## src/cscp_regs.vh

```
// Purpose: Constants for the sensor configuration command parser
// Assumes: Included by the parser design files only
// Notes:   Offsets are byte addresses on the plain register port
`ifndef CSCP_REGS_VH
`define CSCP_REGS_VH

// ASCII codes
`define CSCP_CR        8'h0D
`define CSCP_LF        8'h0A
`define CSCP_SP        8'h20
`define CSCP_DOT       8'h2E
`define CSCP_COMMA     8'h2C
`define CSCP_ZERO      8'h30
`define CSCP_CH_P      8'h50
`define CSCP_CH_S      8'h53
`define CSCP_CH_SL     8'h73
`define CSCP_CH_AT     8'h40
`define CSCP_CH_Y      8'h59
`define CSCP_CH_B      8'h42

// Parameter indexes
`define CSCP_IDX_BG_HI 17'h00008
`define CSCP_IDX_BG_LO 17'h00009
`define CSCP_IDX_FA_HI 17'h0000A
`define CSCP_IDX_FA_LO 17'h0000B
`define CSCP_BYTE_MAX  17'h000FF

// Numeric limits
`define CSCP_NUM_MAX   21'h010000
`define CSCP_ALT_MAX   17'h10000

// Reset values
`define CSCP_ALT_RST   17'h02000
`define CSCP_BG_HI_RST 8'h01
`define CSCP_BG_LO_RST 8'h90
`define CSCP_FA_HI_RST 8'h01
`define CSCP_FA_LO_RST 8'h90
`define CSCP_MULT_RST  8'h01
`define CSCP_AZI_RST   17'h00001
`define CSCP_AZR_RST   17'h00008

// Register offsets
`define CSCP_OFS_CTRL  8'h00
`define CSCP_OFS_ALT   8'h04
`define CSCP_OFS_BG    8'h08
`define CSCP_OFS_BGS   8'h0C
`define CSCP_OFS_FA    8'h10
`define CSCP_OFS_AZI   8'h14
`define CSCP_OFS_AZR   8'h18
`define CSCP_OFS_STAT  8'h1C

// Interval register field: tenths digit position
`define CSCP_FRAC_LSB  24

// Reply types and lengths in bytes
`define CSCP_T_P       3'h0
`define CSCP_T_S       3'h1
`define CSCP_T_AZ      3'h2
`define CSCP_T_OFF     3'h3
`define CSCP_T_Y       3'h4
`define CSCP_LEN_P     5'h0F
`define CSCP_LEN_S     5'h09
`define CSCP_LEN_AZ    5'h13
`define CSCP_LEN_OFF   5'h05
`define CSCP_LEN_Y     5'h17

// Binary to decimal shift count
`define CSCP_B2D_BITS  5'h11

`endif

```

## src/cscp_parser.v

```verilog
// Purpose: ASCII line command parser for sensor configuration
// Assumes: Byte stream from a UART on the same clock, reply to a UART
// Notes:   One line at a time; input held off while replying
//
// The plain strobed port and the address map were decided locally.
`default_nettype none
`include "cscp_regs.vh"
// Operation
// - Lines and replies end with CR then LF; fields split by one space
// - Index 8 writes background high byte, index 9 the low byte
// - Background level is scaled by the configured value multiplier
// - Index 10 and 11 set fresh-air zero level high and low bytes
// - Altitude command stores decimal value, default 8192, range 0-65536
// - Altitude set replies with its letter and the stored number
// - Lowercase altitude query replies letter plus stored value
// - Interval command sets initial and regular intervals, echoes both
// - Interval arguments count in days
// - Interval command with single argument 0 disables auto-zero
// - Interval command without arguments reports current settings
// - Identity letter reports firmware string and serial number
// - Identity reply is two lines, each ended by CR LF
// - Altitude set is letter, space, decimal digits, terminator
module cscp_parser #(
  parameter [31:0] FW_TAG = 32'h56302E31,  // Arbitrary value
  parameter [16:0] SERIAL = 17'h00001      // Arbitrary value
) (
  input  wire        mclk,
  input  wire        rst,
  input  wire        ce,
  input  wire [7:0]  rx_data,
  input  wire        rx_valid,
  output reg         rx_ready_r,
  output reg  [7:0]  tx_data_r,
  output reg         tx_valid_r,
  input  wire        tx_ready,
  input  wire [7:0]  addr,
  input  wire [31:0] wdata,
  input  wire        wr,
  input  wire        rd,
  output reg  [31:0] rdata_r,
  output reg  [16:0] alt_r,
  output reg  [23:0] bg_ppm_r,
  output reg  [15:0] fa_ppm_r,
  output reg         az_en_r,
  output reg  [16:0] az_init_r,
  output reg  [16:0] az_reg_r
);
  localparam [2:0] S_CMD  = 3'h0;
  localparam [2:0] S_SEP  = 3'h1;
  localparam [2:0] S_ARG  = 3'h2;
  localparam [2:0] S_LF   = 3'h3;
  localparam [2:0] S_SKIP = 3'h4;
  localparam [2:0] S_CONV = 3'h5;
  localparam [2:0] S_SEND = 3'h6;

  reg  [2:0]   st_r;
  reg  [7:0]   cmd_r;
  reg  [1:0]   argc_r;
  reg          dig_r;
  reg          dot_r;
  reg  [1:0]   fcnt_r;
  reg  [1:0]   dots_r;
  reg  [3:0]   fr0_r;
  reg  [3:0]   fr1_r;
  reg  [7:0]   bg_hi_r;
  reg  [7:0]   bg_lo_r;
  reg  [7:0]   fa_hi_r;
  reg  [7:0]   fa_lo_r;
  reg  [7:0]   mult_r;
  reg  [3:0]   azi_fr_r;
  reg  [3:0]   azr_fr_r;
  reg  [2:0]   typ_r;
  reg  [16:0]  fa_val_r;
  reg  [16:0]  fb_val_r;
  reg  [4:0]   idx_r;
  reg  [4:0]   len_r;
  reg          conv_go_r;
  reg  [183:0] msg;
  wire         take;
  wire         is_dig;
  wire         acc_clr;
  wire [16:0]  a0;
  wire [16:0]  a1;
  wire         ovf0;
  wire         ovf1;
  wire [19:0]  bcd_a;
  wire [19:0]  bcd_b;
  wire         done_a;
  wire         done_b;
  wire [39:0]  asc_a;
  wire [39:0]  asc_b;
  wire         arg_ok;

  assign take    = rx_valid & rx_ready_r;
  assign is_dig  = (rx_data >= 8'h30) && (rx_data <= 8'h39);
  assign acc_clr = (st_r == S_CMD);
  // Closing a field: digits present, tenths digit count exact if point
  assign arg_ok  = dig_r && (!dot_r || (fcnt_r == 2'h1));

  cscp_acc u_acc0 (
    .mclk  (mclk),
    .rst   (rst),
    .ce    (ce),
    .clr   (acc_clr),
    .en    (take && st_r == S_ARG && is_dig && argc_r == 2'h1 && !dot_r),
    .digit (rx_data[3:0]),
    .val_r (a0),
    .ovf_r (ovf0)
  );

  cscp_acc u_acc1 (
    .mclk  (mclk),
    .rst   (rst),
    .ce    (ce),
    .clr   (acc_clr),
    .en    (take && st_r == S_ARG && is_dig && argc_r == 2'h2 && !dot_r),
    .digit (rx_data[3:0]),
    .val_r (a1),
    .ovf_r (ovf1)
  );

  cscp_b2d u_b2d_a (
    .mclk   (mclk),
    .rst    (rst),
    .ce     (ce),
    .start  (conv_go_r),
    .bin    (fa_val_r),
    .bcd_r  (bcd_a),
    .done_r (done_a)
  );

  cscp_b2d u_b2d_b (
    .mclk   (mclk),
    .rst    (rst),
    .ce     (ce),
    .start  (conv_go_r),
    .bin    (fb_val_r),
    .bcd_r  (bcd_b),
    .done_r (done_b)
  );

  // Five zero-padded ASCII digits per field
  assign asc_a = {4'h3, bcd_a[19:16], 4'h3, bcd_a[15:12], 4'h3, bcd_a[11:8],
                  4'h3, bcd_a[7:4], 4'h3, bcd_a[3:0]};
  assign asc_b = {4'h3, bcd_b[19:16], 4'h3, bcd_b[15:12], 4'h3, bcd_b[11:8],
                  4'h3, bcd_b[7:4], 4'h3, bcd_b[3:0]};

  // Reply image, first byte in the top bits
  always @* begin
    case (typ_r)
      `CSCP_T_P:
        msg = {`CSCP_CH_P, `CSCP_SP, asc_a, `CSCP_SP, asc_b,
               `CSCP_CR, `CSCP_LF, 64'h0};
      `CSCP_T_S:
        msg = {cmd_r, `CSCP_SP, asc_a, `CSCP_CR, `CSCP_LF,
               112'h0};
      `CSCP_T_AZ:
        msg = {`CSCP_CH_AT, `CSCP_SP, asc_a, `CSCP_DOT, 4'h3, azi_fr_r,
               `CSCP_SP, asc_b, `CSCP_DOT, 4'h3, azr_fr_r,
               `CSCP_CR, `CSCP_LF, 32'h0};
      `CSCP_T_OFF:
        msg = {`CSCP_CH_AT, `CSCP_SP, `CSCP_ZERO, `CSCP_CR, `CSCP_LF,
               144'h0};
      `CSCP_T_Y:
        msg = {`CSCP_CH_Y, `CSCP_COMMA, FW_TAG, `CSCP_CR, `CSCP_LF,
               `CSCP_CH_B, `CSCP_SP, asc_a, `CSCP_SP, `CSCP_ZERO,
               `CSCP_ZERO, `CSCP_ZERO, `CSCP_ZERO, `CSCP_ZERO,
               `CSCP_CR, `CSCP_LF};
      default:
        msg = 184'h0;
    endcase
  end

  // Line parser, command execution and reply sender
  always @(posedge mclk) begin
    if (rst) begin
      st_r       <= S_CMD;
      cmd_r      <= 8'h00;
      argc_r     <= 2'h0;
      dig_r      <= 1'b0;
      dot_r      <= 1'b0;
      fcnt_r     <= 2'h0;
      dots_r     <= 2'h0;
      fr0_r      <= 4'h0;
      fr1_r      <= 4'h0;
      bg_hi_r    <= `CSCP_BG_HI_RST;
      bg_lo_r    <= `CSCP_BG_LO_RST;
      fa_hi_r    <= `CSCP_FA_HI_RST;
      fa_lo_r    <= `CSCP_FA_LO_RST;
      alt_r      <= `CSCP_ALT_RST;
      az_en_r    <= 1'b1;
      az_init_r  <= `CSCP_AZI_RST;
      az_reg_r   <= `CSCP_AZR_RST;
      azi_fr_r   <= 4'h0;
      azr_fr_r   <= 4'h0;
      typ_r      <= `CSCP_T_S;
      fa_val_r   <= 17'h00000;
      fb_val_r   <= 17'h00000;
      idx_r      <= 5'h00;
      len_r      <= 5'h00;
      conv_go_r  <= 1'b0;
      rx_ready_r <= 1'b0;
      tx_valid_r <= 1'b0;
      tx_data_r  <= 8'h00;
    end else if (ce) begin
      conv_go_r <= 1'b0;
      case (st_r)
        S_CMD: begin
          rx_ready_r <= 1'b1;
          argc_r     <= 2'h0;
          dig_r      <= 1'b0;
          dot_r      <= 1'b0;
          fcnt_r     <= 2'h0;
          dots_r     <= 2'h0;
          if (take) begin
            cmd_r <= rx_data;
            st_r  <= S_SEP;
          end
        end
        S_SEP: begin
          if (take) begin
            if (rx_data == `CSCP_SP) begin
              argc_r <= 2'h1;
              st_r   <= S_ARG;
            end else if (rx_data == `CSCP_CR)
              st_r <= S_LF;
            else
              st_r <= S_SKIP;
          end
        end
        S_ARG: begin
          if (take) begin
            if (is_dig) begin
              dig_r <= 1'b1;
              if (dot_r) begin
                fcnt_r <= fcnt_r + 2'h1;
                if (fcnt_r != 2'h0)
                  st_r <= S_SKIP;
                else if (argc_r == 2'h1)
                  fr0_r <= rx_data[3:0];
                else
                  fr1_r <= rx_data[3:0];
              end
            end else if (rx_data == `CSCP_DOT) begin
              if (dot_r || !dig_r)
                st_r <= S_SKIP;
              else begin
                dot_r  <= 1'b1;
                dots_r <= dots_r | argc_r;
              end
            end else if (rx_data == `CSCP_SP) begin
              if (!arg_ok || argc_r == 2'h2)
                st_r <= S_SKIP;
              else begin
                argc_r <= 2'h2;
                dig_r  <= 1'b0;
                dot_r  <= 1'b0;
                fcnt_r <= 2'h0;
              end
            end else if (rx_data == `CSCP_CR)
              st_r <= arg_ok ? S_LF : S_SKIP;
            else
              st_r <= S_SKIP;
          end
        end
        S_LF: begin
          if (take) begin
            st_r <= S_CMD;
            if (rx_data == `CSCP_LF) begin
              case (cmd_r)
                `CSCP_CH_P: begin
                  if (argc_r == 2'h2 && dots_r == 2'h0 && !ovf0 && !ovf1 &&
                      a1 <= `CSCP_BYTE_MAX && a0 >= `CSCP_IDX_BG_HI &&
                      a0 <= `CSCP_IDX_FA_LO) begin
                    if (a0 == `CSCP_IDX_BG_HI)
                      bg_hi_r <= a1[7:0];
                    if (a0 == `CSCP_IDX_BG_LO)
                      bg_lo_r <= a1[7:0];
                    if (a0 == `CSCP_IDX_FA_HI)
                      fa_hi_r <= a1[7:0];
                    if (a0 == `CSCP_IDX_FA_LO)
                      fa_lo_r <= a1[7:0];
                    typ_r    <= `CSCP_T_P;
                    fa_val_r <= a0;
                    fb_val_r <= a1;
                    st_r     <= S_CONV;
                  end
                end
                `CSCP_CH_S: begin
                  if (argc_r == 2'h1 && dots_r == 2'h0 && !ovf0 &&
                      a0 <= `CSCP_ALT_MAX) begin
                    alt_r    <= a0;
                    typ_r    <= `CSCP_T_S;
                    fa_val_r <= a0;
                    st_r     <= S_CONV;
                  end
                end
                `CSCP_CH_SL: begin
                  if (argc_r == 2'h0) begin
                    typ_r    <= `CSCP_T_S;
                    fa_val_r <= alt_r;
                    st_r     <= S_CONV;
                  end
                end
                `CSCP_CH_AT: begin
                  if (argc_r == 2'h0) begin
                    typ_r    <= az_en_r ? `CSCP_T_AZ : `CSCP_T_OFF;
                    fa_val_r <= az_init_r;
                    fb_val_r <= az_reg_r;
                    st_r     <= S_CONV;
                  end else if (argc_r == 2'h1 && dots_r == 2'h0 &&
                               !ovf0 && a0 == 17'h00000) begin
                    az_en_r <= 1'b0;
                    typ_r   <= `CSCP_T_OFF;
                    st_r    <= S_CONV;
                  end else if (argc_r == 2'h2 && dots_r == 2'h3 &&
                               !ovf0 && !ovf1) begin
                    az_en_r   <= 1'b1;
                    az_init_r <= a0;
                    az_reg_r  <= a1;
                    azi_fr_r  <= fr0_r;
                    azr_fr_r  <= fr1_r;
                    typ_r     <= `CSCP_T_AZ;
                    fa_val_r  <= a0;
                    fb_val_r  <= a1;
                    st_r      <= S_CONV;
                  end
                end
                `CSCP_CH_Y: begin
                  if (argc_r == 2'h0) begin
                    typ_r    <= `CSCP_T_Y;
                    fa_val_r <= SERIAL;
                    st_r     <= S_CONV;
                  end
                end
                default: st_r <= S_CMD;
              endcase
              if (st_r == S_LF)
                conv_go_r <= 1'b1;
            end
          end
        end
        S_SKIP: begin
          if (take && rx_data == `CSCP_LF)
            st_r <= S_CMD;
        end
        S_CONV: begin
          rx_ready_r <= 1'b0;
          idx_r      <= 5'h00;
          case (typ_r)
            `CSCP_T_P:   len_r <= `CSCP_LEN_P;
            `CSCP_T_AZ:  len_r <= `CSCP_LEN_AZ;
            `CSCP_T_OFF: len_r <= `CSCP_LEN_OFF;
            `CSCP_T_Y:   len_r <= `CSCP_LEN_Y;
            default:     len_r <= `CSCP_LEN_S;
          endcase
          if (!conv_go_r && done_a && done_b)
            st_r <= S_SEND;
        end
        S_SEND: begin
          if (!tx_valid_r || tx_ready) begin
            if (idx_r == len_r) begin
              tx_valid_r <= 1'b0;
              st_r       <= S_CMD;
            end else begin
              tx_valid_r <= 1'b1;
              tx_data_r  <= msg[183 - 8 * idx_r -: 8];
              idx_r      <= idx_r + 5'h01;
            end
          end
        end
        default: st_r <= S_CMD;
      endcase
      // Input closed from each line feed accepted in S_LF until any reply is sent
      if (st_r == S_CONV || st_r == S_SEND)
        rx_ready_r <= 1'b0;
      if (take && rx_data == `CSCP_LF && st_r == S_LF)
        rx_ready_r <= 1'b0;
    end
  end

  // Level outputs and register port
  always @(posedge mclk) begin
    if (rst) begin
      mult_r   <= `CSCP_MULT_RST;
      bg_ppm_r <= 24'h000000;
      fa_ppm_r <= 16'h0000;
      rdata_r  <= 32'h00000000;
    end else if (ce) begin
      bg_ppm_r <= {bg_hi_r, bg_lo_r} * mult_r;
      fa_ppm_r <= {fa_hi_r, fa_lo_r};
      if (wr && addr == `CSCP_OFS_CTRL)
        mult_r <= wdata[7:0];
      if (rd) begin
        case (addr)
          `CSCP_OFS_CTRL: rdata_r <= {24'h000000, mult_r};
          `CSCP_OFS_ALT:  rdata_r <= {15'h0000, alt_r};
          `CSCP_OFS_BG:   rdata_r <= {16'h0000, bg_hi_r, bg_lo_r};
          `CSCP_OFS_BGS:  rdata_r <= {8'h00, bg_ppm_r};
          `CSCP_OFS_FA:   rdata_r <= {16'h0000, fa_hi_r, fa_lo_r};
          `CSCP_OFS_AZI:  rdata_r <= {4'h0, azi_fr_r, 7'h00, az_init_r};
          `CSCP_OFS_AZR:  rdata_r <= {4'h0, azr_fr_r, 7'h00, az_reg_r};
          `CSCP_OFS_STAT: rdata_r <= {28'h0000000, 1'b0, st_r == S_SEND,
                                      st_r == S_CONV, az_en_r};
          default:        rdata_r <= 32'h00000000;
        endcase
      end else
        rdata_r <= 32'h00000000;
    end
  end
endmodule
`default_nettype wire

```

## src/cscp_acc.v

```verilog
// Purpose: Decimal digit accumulator for one numeric argument
// Assumes: Digits arrive one per enable, most significant first
// Notes:   Overflow flags any value above 65536
`default_nettype none
`include "cscp_regs.vh"
module cscp_acc (
  input  wire        mclk,
  input  wire        rst,
  input  wire        ce,
  input  wire        clr,
  input  wire        en,
  input  wire [3:0]  digit,
  output reg  [16:0] val_r,
  output reg         ovf_r
);
  wire [20:0] val_nxt;

  assign val_nxt = {4'h0, val_r} * 21'h00000A + {17'h00000, digit};

  always @(posedge mclk) begin
    if (rst) begin
      val_r <= 17'h00000;
      ovf_r <= 1'b0;
    end else if (ce) begin
      if (clr) begin
        val_r <= 17'h00000;
        ovf_r <= 1'b0;
      end else if (en) begin
        val_r <= val_nxt[16:0];
        if (val_nxt > `CSCP_NUM_MAX)
          ovf_r <= 1'b1;
      end
    end
  end
endmodule
`default_nettype wire

```

## src/cscp_b2d.v

```verilog
// Purpose: Serial binary to five digit BCD converter
// Assumes: Input below 100000
// Notes:   Result ready 17 cycles after start
`default_nettype none
`include "cscp_regs.vh"
module cscp_b2d (
  input  wire        mclk,
  input  wire        rst,
  input  wire        ce,
  input  wire        start,
  input  wire [16:0] bin,
  output reg  [19:0] bcd_r,
  output reg         done_r
);
  reg  [16:0] sh_r;
  reg  [4:0]  cnt_r;
  reg         busy_r;
  wire [19:0] adj;

  genvar g;
  generate
    for (g = 0; g < 5; g = g + 1) begin : adj_g
      assign adj[4*g+3:4*g] = (bcd_r[4*g+3:4*g] >= 4'h5) ?
                              bcd_r[4*g+3:4*g] + 4'h3 :
                              bcd_r[4*g+3:4*g];
    end
  endgenerate

  always @(posedge mclk) begin
    if (rst) begin
      sh_r   <= 17'h00000;
      bcd_r  <= 20'h00000;
      cnt_r  <= 5'h00;
      busy_r <= 1'b0;
      done_r <= 1'b0;
    end else if (ce) begin
      if (start) begin
        sh_r   <= bin;
        bcd_r  <= 20'h00000;
        cnt_r  <= `CSCP_B2D_BITS;
        busy_r <= 1'b1;
        done_r <= 1'b0;
      end else if (busy_r) begin
        bcd_r <= {adj[18:0], sh_r[16]};
        sh_r  <= {sh_r[15:0], 1'b0};
        cnt_r <= cnt_r - 5'h01;
        if (cnt_r == 5'h01) begin
          busy_r <= 1'b0;
          done_r <= 1'b1;
        end
      end
    end
  end
endmodule
`default_nettype wire

```

## config.mk

```make
export PLATFORM = sky130hd
export DESIGN_NAME = cscp_parser
export DESIGN_NICKNAME = d
export VERILOG_FILES = /design/src/cscp_parser.v /design/src/cscp_acc.v /design/src/cscp_b2d.v
export VERILOG_INCLUDE_DIRS = /design/src
export SDC_FILE = /design/constraint.sdc
export NUM_CORES = 1
export LEC_CHECK = 0
export BUFFER_PORTS_ARGS = -buffer_cell sky130_fd_sc_hd__buf_2
export CELL_PAD_IN_SITES_DETAIL_PLACEMENT = 2
export CELL_PAD_IN_SITES_GLOBAL_PLACEMENT = 2
export CORE_MARGIN = 2
export CORE_UTILIZATION = 38
export DETAILED_ROUTE_END_ITERATION = 6
export GPL_ROUTABILITY_DRIVEN = 0
export HOLD_SLACK_MARGIN = 0.15
export PLACE_DENSITY_LB_ADDON = 0.05
export SLEW_MARGIN = 25
export SYNTH_ARGS = -nofsm -noshare
export SYNTH_HDL_FRONTEND = slang
export SYNTH_HIERARCHICAL = 1
export SYNTH_SLANG_ARGS = --single-unit
```

## constraint.sdc

```tcl
create_clock -name mclk -period 6.3 [get_ports mclk]
set_clock_uncertainty 0.15 [all_clocks]
set_input_delay 0.315 -clock mclk [delete_from_list [all_inputs] [get_ports mclk]]
set_output_delay 0.315 -clock mclk [all_outputs]
set_load 0.005 [all_outputs]
```

==> results of run 1 <==
cell usage in the layout (no fill, tap or decap), drive strengths merged, types with 9 or more instances in the layout:
cell type | Yosys | layout
a21oi | 219 | 219
nor3 | 65 | 65
o211ai | 10 | 10
dfxtp | 377 | 377
inv | 141 | 142
clkinv | 3 | 11
nor4 | 18 | 18
and3 | 17 | 17
a221oi | 12 | 12
and2 | 125 | 125
fa | 88 | 88
o21a | 12 | 12
a22o | 31 | 31
a31oi | 31 | 31
nand2 | 301 | 301
nor2 | 327 | 327
o41ai | 9 | 9
nand3 | 70 | 70
o21ai | 100 | 100
ha | 137 | 137
nor3b | 11 | 11
clkbuf | 116 | 69
buf | 54 | 213
nor2b | 25 | 25
nand3b | 10 | 10
mux2i | 142 | 142
xor2 | 40 | 40
xnor2 | 52 | 52
dlygate4sd3 | 0 | 27
a211oi | 91 | 91
a21o | 31 | 31
a222oi | 19 | 19
nand2b | 24 | 24
a22oi | 97 | 97
nand4 | 11 | 11
sequential cells by signal (all words and copies together), names as in the netlist, 16 cells and up:
signal and cells:
u_b2d_b/sh_r 17, u_b2d_b/bcd_r 20, bg_ppm_r 24, u_acc1/val_r 17, rdata_r 28, fa_val_r 17, fa_ppm_r 16, alt_r 17
az_init_r 17, az_reg_r 17, u_acc0/val_r 17, u_b2d_a/sh_r 17, fb_val_r 17, u_b2d_a/bcd_r 20
worst min path at each step:
stage / startpoint / end / slack (ps) / cells after the start
after floorplan: fr0_r[0] / azi_fr_r[0] / 290 / 2
after global placement: tx_data_r[6] / tx_data_r[6] / 290 / 2
after detailed placement: fr1_r[1] / azr_fr_r[1] / 310 / 2
after CTS: wr / mult_r[3] / 180 / 4
after global routing: wr / mult_r[0] / 230 / 4
final: wr / mult_r[3] / 210 / 4
tightest hold or removal path, delay by kind of cell:
| kind | cells | cell delay, ps |
|---|---|---|
| compound gates | 1 | 80 |
| simple gates | 2 | 410 |
| buf+inv | 1 | 110 |
cells in the mapped netlist (36+ instances only):
cell type / count
sky130_fd_sc_hd__dfxtp_1: 377
sky130_fd_sc_hd__a211oi_1: 78
sky130_fd_sc_hd__nor2_1: 324
sky130_fd_sc_hd__a22oi_1: 97
sky130_fd_sc_hd__mux2i_1: 142
sky130_fd_sc_hd__and2_1: 125
sky130_fd_sc_hd__nand2_1: 297
sky130_fd_sc_hd__ha_1: 137
sky130_fd_sc_hd__xnor2_1: 52
sky130_fd_sc_hd__clkbuf_1: 115
sky130_fd_sc_hd__fa_1: 88
sky130_fd_sc_hd__inv_1: 140
sky130_fd_sc_hd__buf_2: 36
sky130_fd_sc_hd__nand3_1: 69
sky130_fd_sc_hd__a21oi_1: 218
sky130_fd_sc_hd__xor2_1: 39
sky130_fd_sc_hd__nor3_1: 59
sky130_fd_sc_hd__o21ai_0: 92
routing by layer:
| metal | vias up | GRT usage (%) |
|---|---|---|
| met5 | - | 0 |
| met4 | 2 | 9.75 |
| met3 | 159 | 5.02 |
| met2 | 573 | 49.6 |
| met1 | 11975 | 38.7 |
| li1 | 10688 | - |
power breakdown:
group | total, mW | switching [mW] | leakage, nW | internal [mW]
Combinational | 0.293 | 0.209 | 7.59 | 0.0839
Sequential | 2.43 | 0.0335 | 3.04 | 2.40
Clock | 2.68 | 1.14 | 0.733 | 1.55
metrics by stage:
step | cells | total power, mW
2_1_floorplan | 2954 | 2.64
3_3_place_gp | 3850 | 2.75
3_5_place_dp | 3850 | 2.76
4_1_cts | 3958 | 5.47
5_1_grt | 3959 | 5.61
6_report | 3959 | 5.41
area by class of cell:
class	count	area share (%)
sequential	377	26.8
inverter	144	1.92
clock buffer	69	4.71
tap	855	3.80
clock inverter	12	0.644
timing repair buffer	240	5.30
multi-input combinational	2262	56.8
cells by family (layout without fill, tap and decap cells):
group                      after synthesis  count (layout)
muxes                                  148             148
xor gates and xnor gates                92              92
adders and majority gates              225             225
buffers and inverters                  315             465
and+or+nand+nor                       1045            1045
other                                    1               4
DFF                                    377             377
AOI/OAI and AO/OA                      748             748
timing repair:
item,in CTS,in global routing
resized for setup,0,0
endpoints found under the hold margin,85,0
hold buffers,27,0
buffers inserted,0,0
==> out/summary.txt, run 1 <==
Top cell type's share of synthesized area - 30.4%
Yosys warning count - 6
RSZ-0062 raised after global routing - false
Final period util - 93.3%
Number of stages on the worst setup path - 17
Clock period minus final worst setup slack - 5880 ps
Detailed-router iteration count before antenna repair - 7
HPWL after DPL - 74900 µm
Ranking of synthesized cells by area - sky130_fd_sc_hd__dfxtp_1 (30%), sky130_fd_sc_hd__fa_1 (7.1%), sky130_fd_sc_hd__ha_1 (6.9%)
Area of combinational cells with multiple inputs - 0.0160 mm²
FF-to-FF setup slack - 420 ps
Largest family of logic cells by synthesized area - compound AO/OA/AOI/OAI gates
Crit path launch type - register
Core outline area - 0.0645 mm²
Instance count of the mapped netlist - 2951
Outcome - finished, violations left
Maximum vdd drop - 205 µV
Die footprint - 0.0673 mm²
Wire length of the first global-routing pass - 155000 µm
CTS H-Tree Depth - 2
Final number of hold-violating endpoints - 0
CP bufs+invs - 3
Met3 wire len - 5350 µm
Vertical die dimension - 260 µm
Total routing resource utilization after global routing - 29.6%
Type of the most critical hold path - input pin to register
Largest delay share family, worst path - adder cells
First element of the critical path - bg_lo_r[1]
Tightest Pin Transition - 1070 ps
Fmax - 170 MHz
DRC violation count after routing - 1
Average footprint of a synthesized cell - 8.41 µm²
Summed negative setup slack over all endpoints - 0 ps
Setup Viol. Count Final - 0
Global-route congestion overflow total - 0
Top Metal Used - met5
Port bufs - 160
Detail-routed via count per cell - 5.91
WL met2 - 47600 µm
TritonCTS clock tree - built
Failing checks - DRC
Initial drt markers - 1541
Register bit total from synthesis - 377
Flip-flop cell with the highest count after synthesis - sky130_fd_sc_hd__dfxtp_1
Synth Area in Compound Gates - 20.6%
CP Cell Sequence - nand2_1 > fa_1 > fa_1 > inv_1 > fa_1 > inv_1 > fa_1 > inv_1 > ha_1 > nand3_1 > o2111ai_1 > nand3_1 > a21oi_1 > o21ai_0 > o21ai_0 > mux2_2 > a311o_1
Std-Cell Rows - 93
Fill cell count - 7199
Headroom to the max-slew limit - 27.9%
Insertion delay of the later-clocked pin in the worst-skew pair - 620 ps
Cell with the most instances on the worst path - sky130_fd_sc_hd__fa_1
Library cell occupying the most area in the post-synthesis netlist - sky130_fd_sc_hd__dfxtp_1
Distinct cells, synth - 109
Critical R2R Capture - bg_ppm_r[22]
Sum of routed wire length over all layers - 101000 µm
Register Area - 0.00755 mm²
Area of the mapped netlist - 0.0248 mm²
Horiz. Die Dim - 260 µm
Root Driver - sky130_fd_sc_hd__clkbuf_16
Proportion of synthesized flip-flops having asynchronous set or reset - 0%
Number of buffers on the longest clock path - 3
Critical-path maximum fanout - 10
Logic depth of the worst register-to-register path - 17
Power per unit of standard cell area - 192 mW/mm²
Final core utilization - 43.7%
Total placed instance area - 0.0264 mm²
Pin count of the biggest net entering global routing - 110
Post-synth EDFFs - 0
Number of global-route vias before repair - 25189
Capturing element type of the critical path - register
Critical path data arrival time - 6220 ps
Crit path to - bg_ppm_r[22]
Detailed-route wire length per cell - 25.4 µm
Delay contributed by the slowest stage of the critical path - 590 ps
Initial antenna violation count - 5
Fraction of synthesized cell area in xor and xnor cells - 3.28%
Static leakage power - 11.4 nW
Start-to-end type of the worst setup path - register to register
Reg-to-reg critical path startpoint - bg_lo_r[1]
Routed Antenna Nets - 0
Arithmetic-cell share of the synthesized area counting full adders, half adders and majority gates - 14.0%
Antenna Cells - 0
Total non-filler cell area in the finished layout - 0.0282 mm²
Max-cap check violation count - 0
Worst EP required - 6640 ps
Ports - 189
Clock sink total - 377
Post-synthesis simple-gate area fraction - 20.4%
Final-layout worst hold slack - 210 ps
NumNets Final - 3351
Sequential fraction of the synthesis area - 30.4%
Slew Limit Fails - 0
CTS Buf Count - 46
Initial Utilization - 38.5%
Multiplexer share of the synthesized area - 6.05%
Share of final-layout standard cells stronger than drive strength 1 - 11.7%
Setup WS post-layout - 424 ps
CTS clock-pin slew for the worst setup and hold paths - 70 ps
Dpl ws - 492 ps
Slowest cell on the critical path - sky130_fd_sc_hd__dfxtp_1
Area grow syn2layout - 13.6%
Detailed-route via count - 23397
Detailed-route wire length on metal 1 - 44200 µm
Note: power is estimated with default switching activity, not from simulation.
==> run 2: changes to the inputs <==
--- a/config.mk
+++ b/config.mk
@@ -14,6 +14,7 @@
 export DETAILED_ROUTE_END_ITERATION = 6
 export GPL_ROUTABILITY_DRIVEN = 0
 export HOLD_SLACK_MARGIN = 0.15
+export MAX_ROUTING_LAYER = met4
 export PLACE_DENSITY_LB_ADDON = 0.05
 export SLEW_MARGIN = 25
 export SYNTH_ARGS = -nofsm -noshare
==> out/summary.txt, run 2 (same netlist as run 1, synthesis figures left out) <==
Slowest cell on the critical path - sky130_fd_sc_hd__fa_1
Root Driver - sky130_fd_sc_hd__clkbuf_16
CTS Buf Count - 46 (unchanged)
Port bufs - 160 (unchanged)
Insertion delay of the later-clocked pin in the worst-skew pair - 620 ps (about the same)
Start-to-end type of the worst setup path - register to register
Setup fix buffers added after clock tree synthesis - 0 (unchanged)
Cell with the most instances on the worst path - sky130_fd_sc_hd__fa_1
Worst EP required - 6640 ps (about the same)
Largest regs - rdata_r (28), bg_ppm_r (24)
Total routing resource utilization after global routing - 30.5% (+0.90 points)
Detailed-router iteration count before antenna repair - 6 (-1)
Top library cells by usage in the layout, fill and taps aside - sky130_fd_sc_hd__dfxtp_1 (376), sky130_fd_sc_hd__nor2_1 (318), sky130_fd_sc_hd__nand2_1 (297)
Routed Antenna Nets - 0 (unchanged)
CTS clock-pin slew for the worst setup and hold paths - 70 ps (about the same)
Number of global-route vias before repair - 25193 (+0.016%)
Clock period minus final worst setup slack - 5830 ps (-44.9 ps)
Met3 wire len - 5140 µm (-3.9%)
Capturing element type of the critical path - register
TritonCTS clock tree - built
Most common library cell in the layout ignoring fill and taps - sky130_fd_sc_hd__dfxtp_1
Initial drt markers - 1529 (-0.78%)
Fill cell count - 7198 (-0.014%)
Number of buffers on the longest clock path - 3 (unchanged)
Post-placement cell count - 3850 (unchanged)
Die footprint - 0.0673 mm² (unchanged)
DRC violation count after routing - 0 (-1)
Critical path data arrival time - 6170 ps (-50 ps)
Vertical die dimension - 260 µm (unchanged)
WL met2 - 47800 µm (+0.44%)
Static leakage power - 11.4 nW (unchanged)
Crit path launch type - register
Fmax - 171 MHz (+0.77%)
Number of flip-flops under the largest register name - 28 (unchanged)
Register with the most flip-flops - rdata_r
Critical-path maximum fanout - 10 (unchanged)
Top Metal Used - met4
Power per unit of standard cell area - 192 mW/mm² (about the same)
Type of the most critical hold path - input pin to register
Summed negative setup slack over all endpoints - 0 ps (unchanged)
Core outline area - 0.0645 mm² (unchanged)
Ports - 189 (unchanged)
Final period util - 92.6% (-0.71 points)
Wire length of the first global-routing pass - 155000 µm (about the same)
Clock sink total - 377 (unchanged)
Post-Layout Cell Count - 3960 (+0.025%)
Detailed-route wire length on metal 1 - 44400 µm (+0.43%)
NumNets Final - 3351 (unchanged)
Maximum vdd drop - 206 µV (+0.47%)
Outcome - finished clean
Detailed-route wire length per cell - 25.4 µm (about the same)
Std-Cell Rows - 93 (unchanged)
Share of final-layout standard cells stronger than drive strength 1 - 11.7% (unchanged)
Total placed instance area - 0.0264 mm² (unchanged)
Horiz. Die Dim - 260 µm (unchanged)
Final-layout worst hold slack - 202 ps (-8.17 ps)
RSZ-0062 raised after global routing - false
Delay contributed by the slowest stage of the critical path - 560 ps (-30 ps)
Final number of hold-violating endpoints - 0 (unchanged)
Slew Limit Fails - 0 (unchanged)
Final core utilization - 43.7% (about the same)
Initial antenna violation count - 5 (unchanged)
Setup Viol. Count Final - 0 (unchanged)
Initial Utilization - 38.5% (unchanged)
Area grow syn2layout - 13.6% (about the same)
Global-route congestion overflow total - 0 (unchanged)
Detail-routed via count per cell - 5.91 (about the same)
Headroom to the max-slew limit - 30.5% (+2.5 points)
HPWL after DPL - 74900 µm (unchanged)
Pin count of the biggest net entering global routing - 110 (unchanged)
Total non-filler cell area in the finished layout - 0.0282 mm² (about the same)
Max-cap check violation count - 0 (unchanged)
Sum of routed wire length over all layers - 101000 µm (about the same)
CP Cell Sequence - nand2_1 > fa_1 > fa_1 > inv_1 > fa_1 > inv_1 > fa_1 > inv_1 > ha_1 > nand3_1 > o2111ai_1 > nand3_1 > a21oi_1 > o21ai_0 > o21ai_0 > mux2_2 > a311o_1
Detailed-route via count - 23415 (+0.077%)
Tightest Pin Transition - 1030 ps (-37.3 ps)
CTS H-Tree Depth - 2 (unchanged)
==> run 2: metrics by stage <==
stage                     setup WS, ps  total power [mW]
after floorplan                   1130              2.64
after global placement             600              2.75
after detailed placement           492              2.76
after CTS                          467              5.47
after global routing              97.5              5.61
final                              469              5.41
==> run 2: metal layers <==
metal  track usage (%)  vias up
met3              4.92      151
met1              38.9    12001
met2              49.5      580
met5                 -        -
li1                  -    10683
met4              9.75        0
==> run 2: worst paths after layout <==
| path | from | endpoint | slack [ps] | cells after the start |
|---|---|---|---|---|
| max | bg_lo_r[0] | bg_ppm_r[22] | 470 | 17 |
| min | wr | mult_r[3] | 200 | 4 |
| max reg2reg | bg_lo_r[0] | bg_ppm_r[22] | 470 | 17 |
| min reg2reg | fr1_r[1] | azr_fr_r[1] | 320 | 2 |
==> run 2: final cells by class <==
class	count	area [µm²]	share of cell area (%)
clock buffers	69	1330	4.71
inverters	144	542	1.92
multi-input cells	2262	16000	56.8
flip-flops and latches	377	7550	26.8
well taps	855	1070	3.80
diodes	1	2.50	0.00888
clock inverters	12	181	0.644
repair buffers	240	1490	5.30
==> run 2: timing repair <==
action	CTS	global route
hold buffers	27	0
endpoints found under the setup margin	0	0
gates resized for setup	0	0
endpoints found under the hold margin	85	0
==> run 2: worst max-delay path: cells and delay by family (launching register included) <==
kind	cells	cell delay, ps
adders and majority gates	5	2500
AOI/OAI and AO/OA	5	1550
DFF	1	550
and+or+nand+nor	3	420
muxes	1	370
buffers and inverters	3	160
==> run 2: report_power, final <==
group	internal [mW]	switching (mW)	leakage, nW
Clock	1.55	1.14	0.733
Combinational	0.0840	0.209	7.59
Sequential	2.40	0.0334	3.04
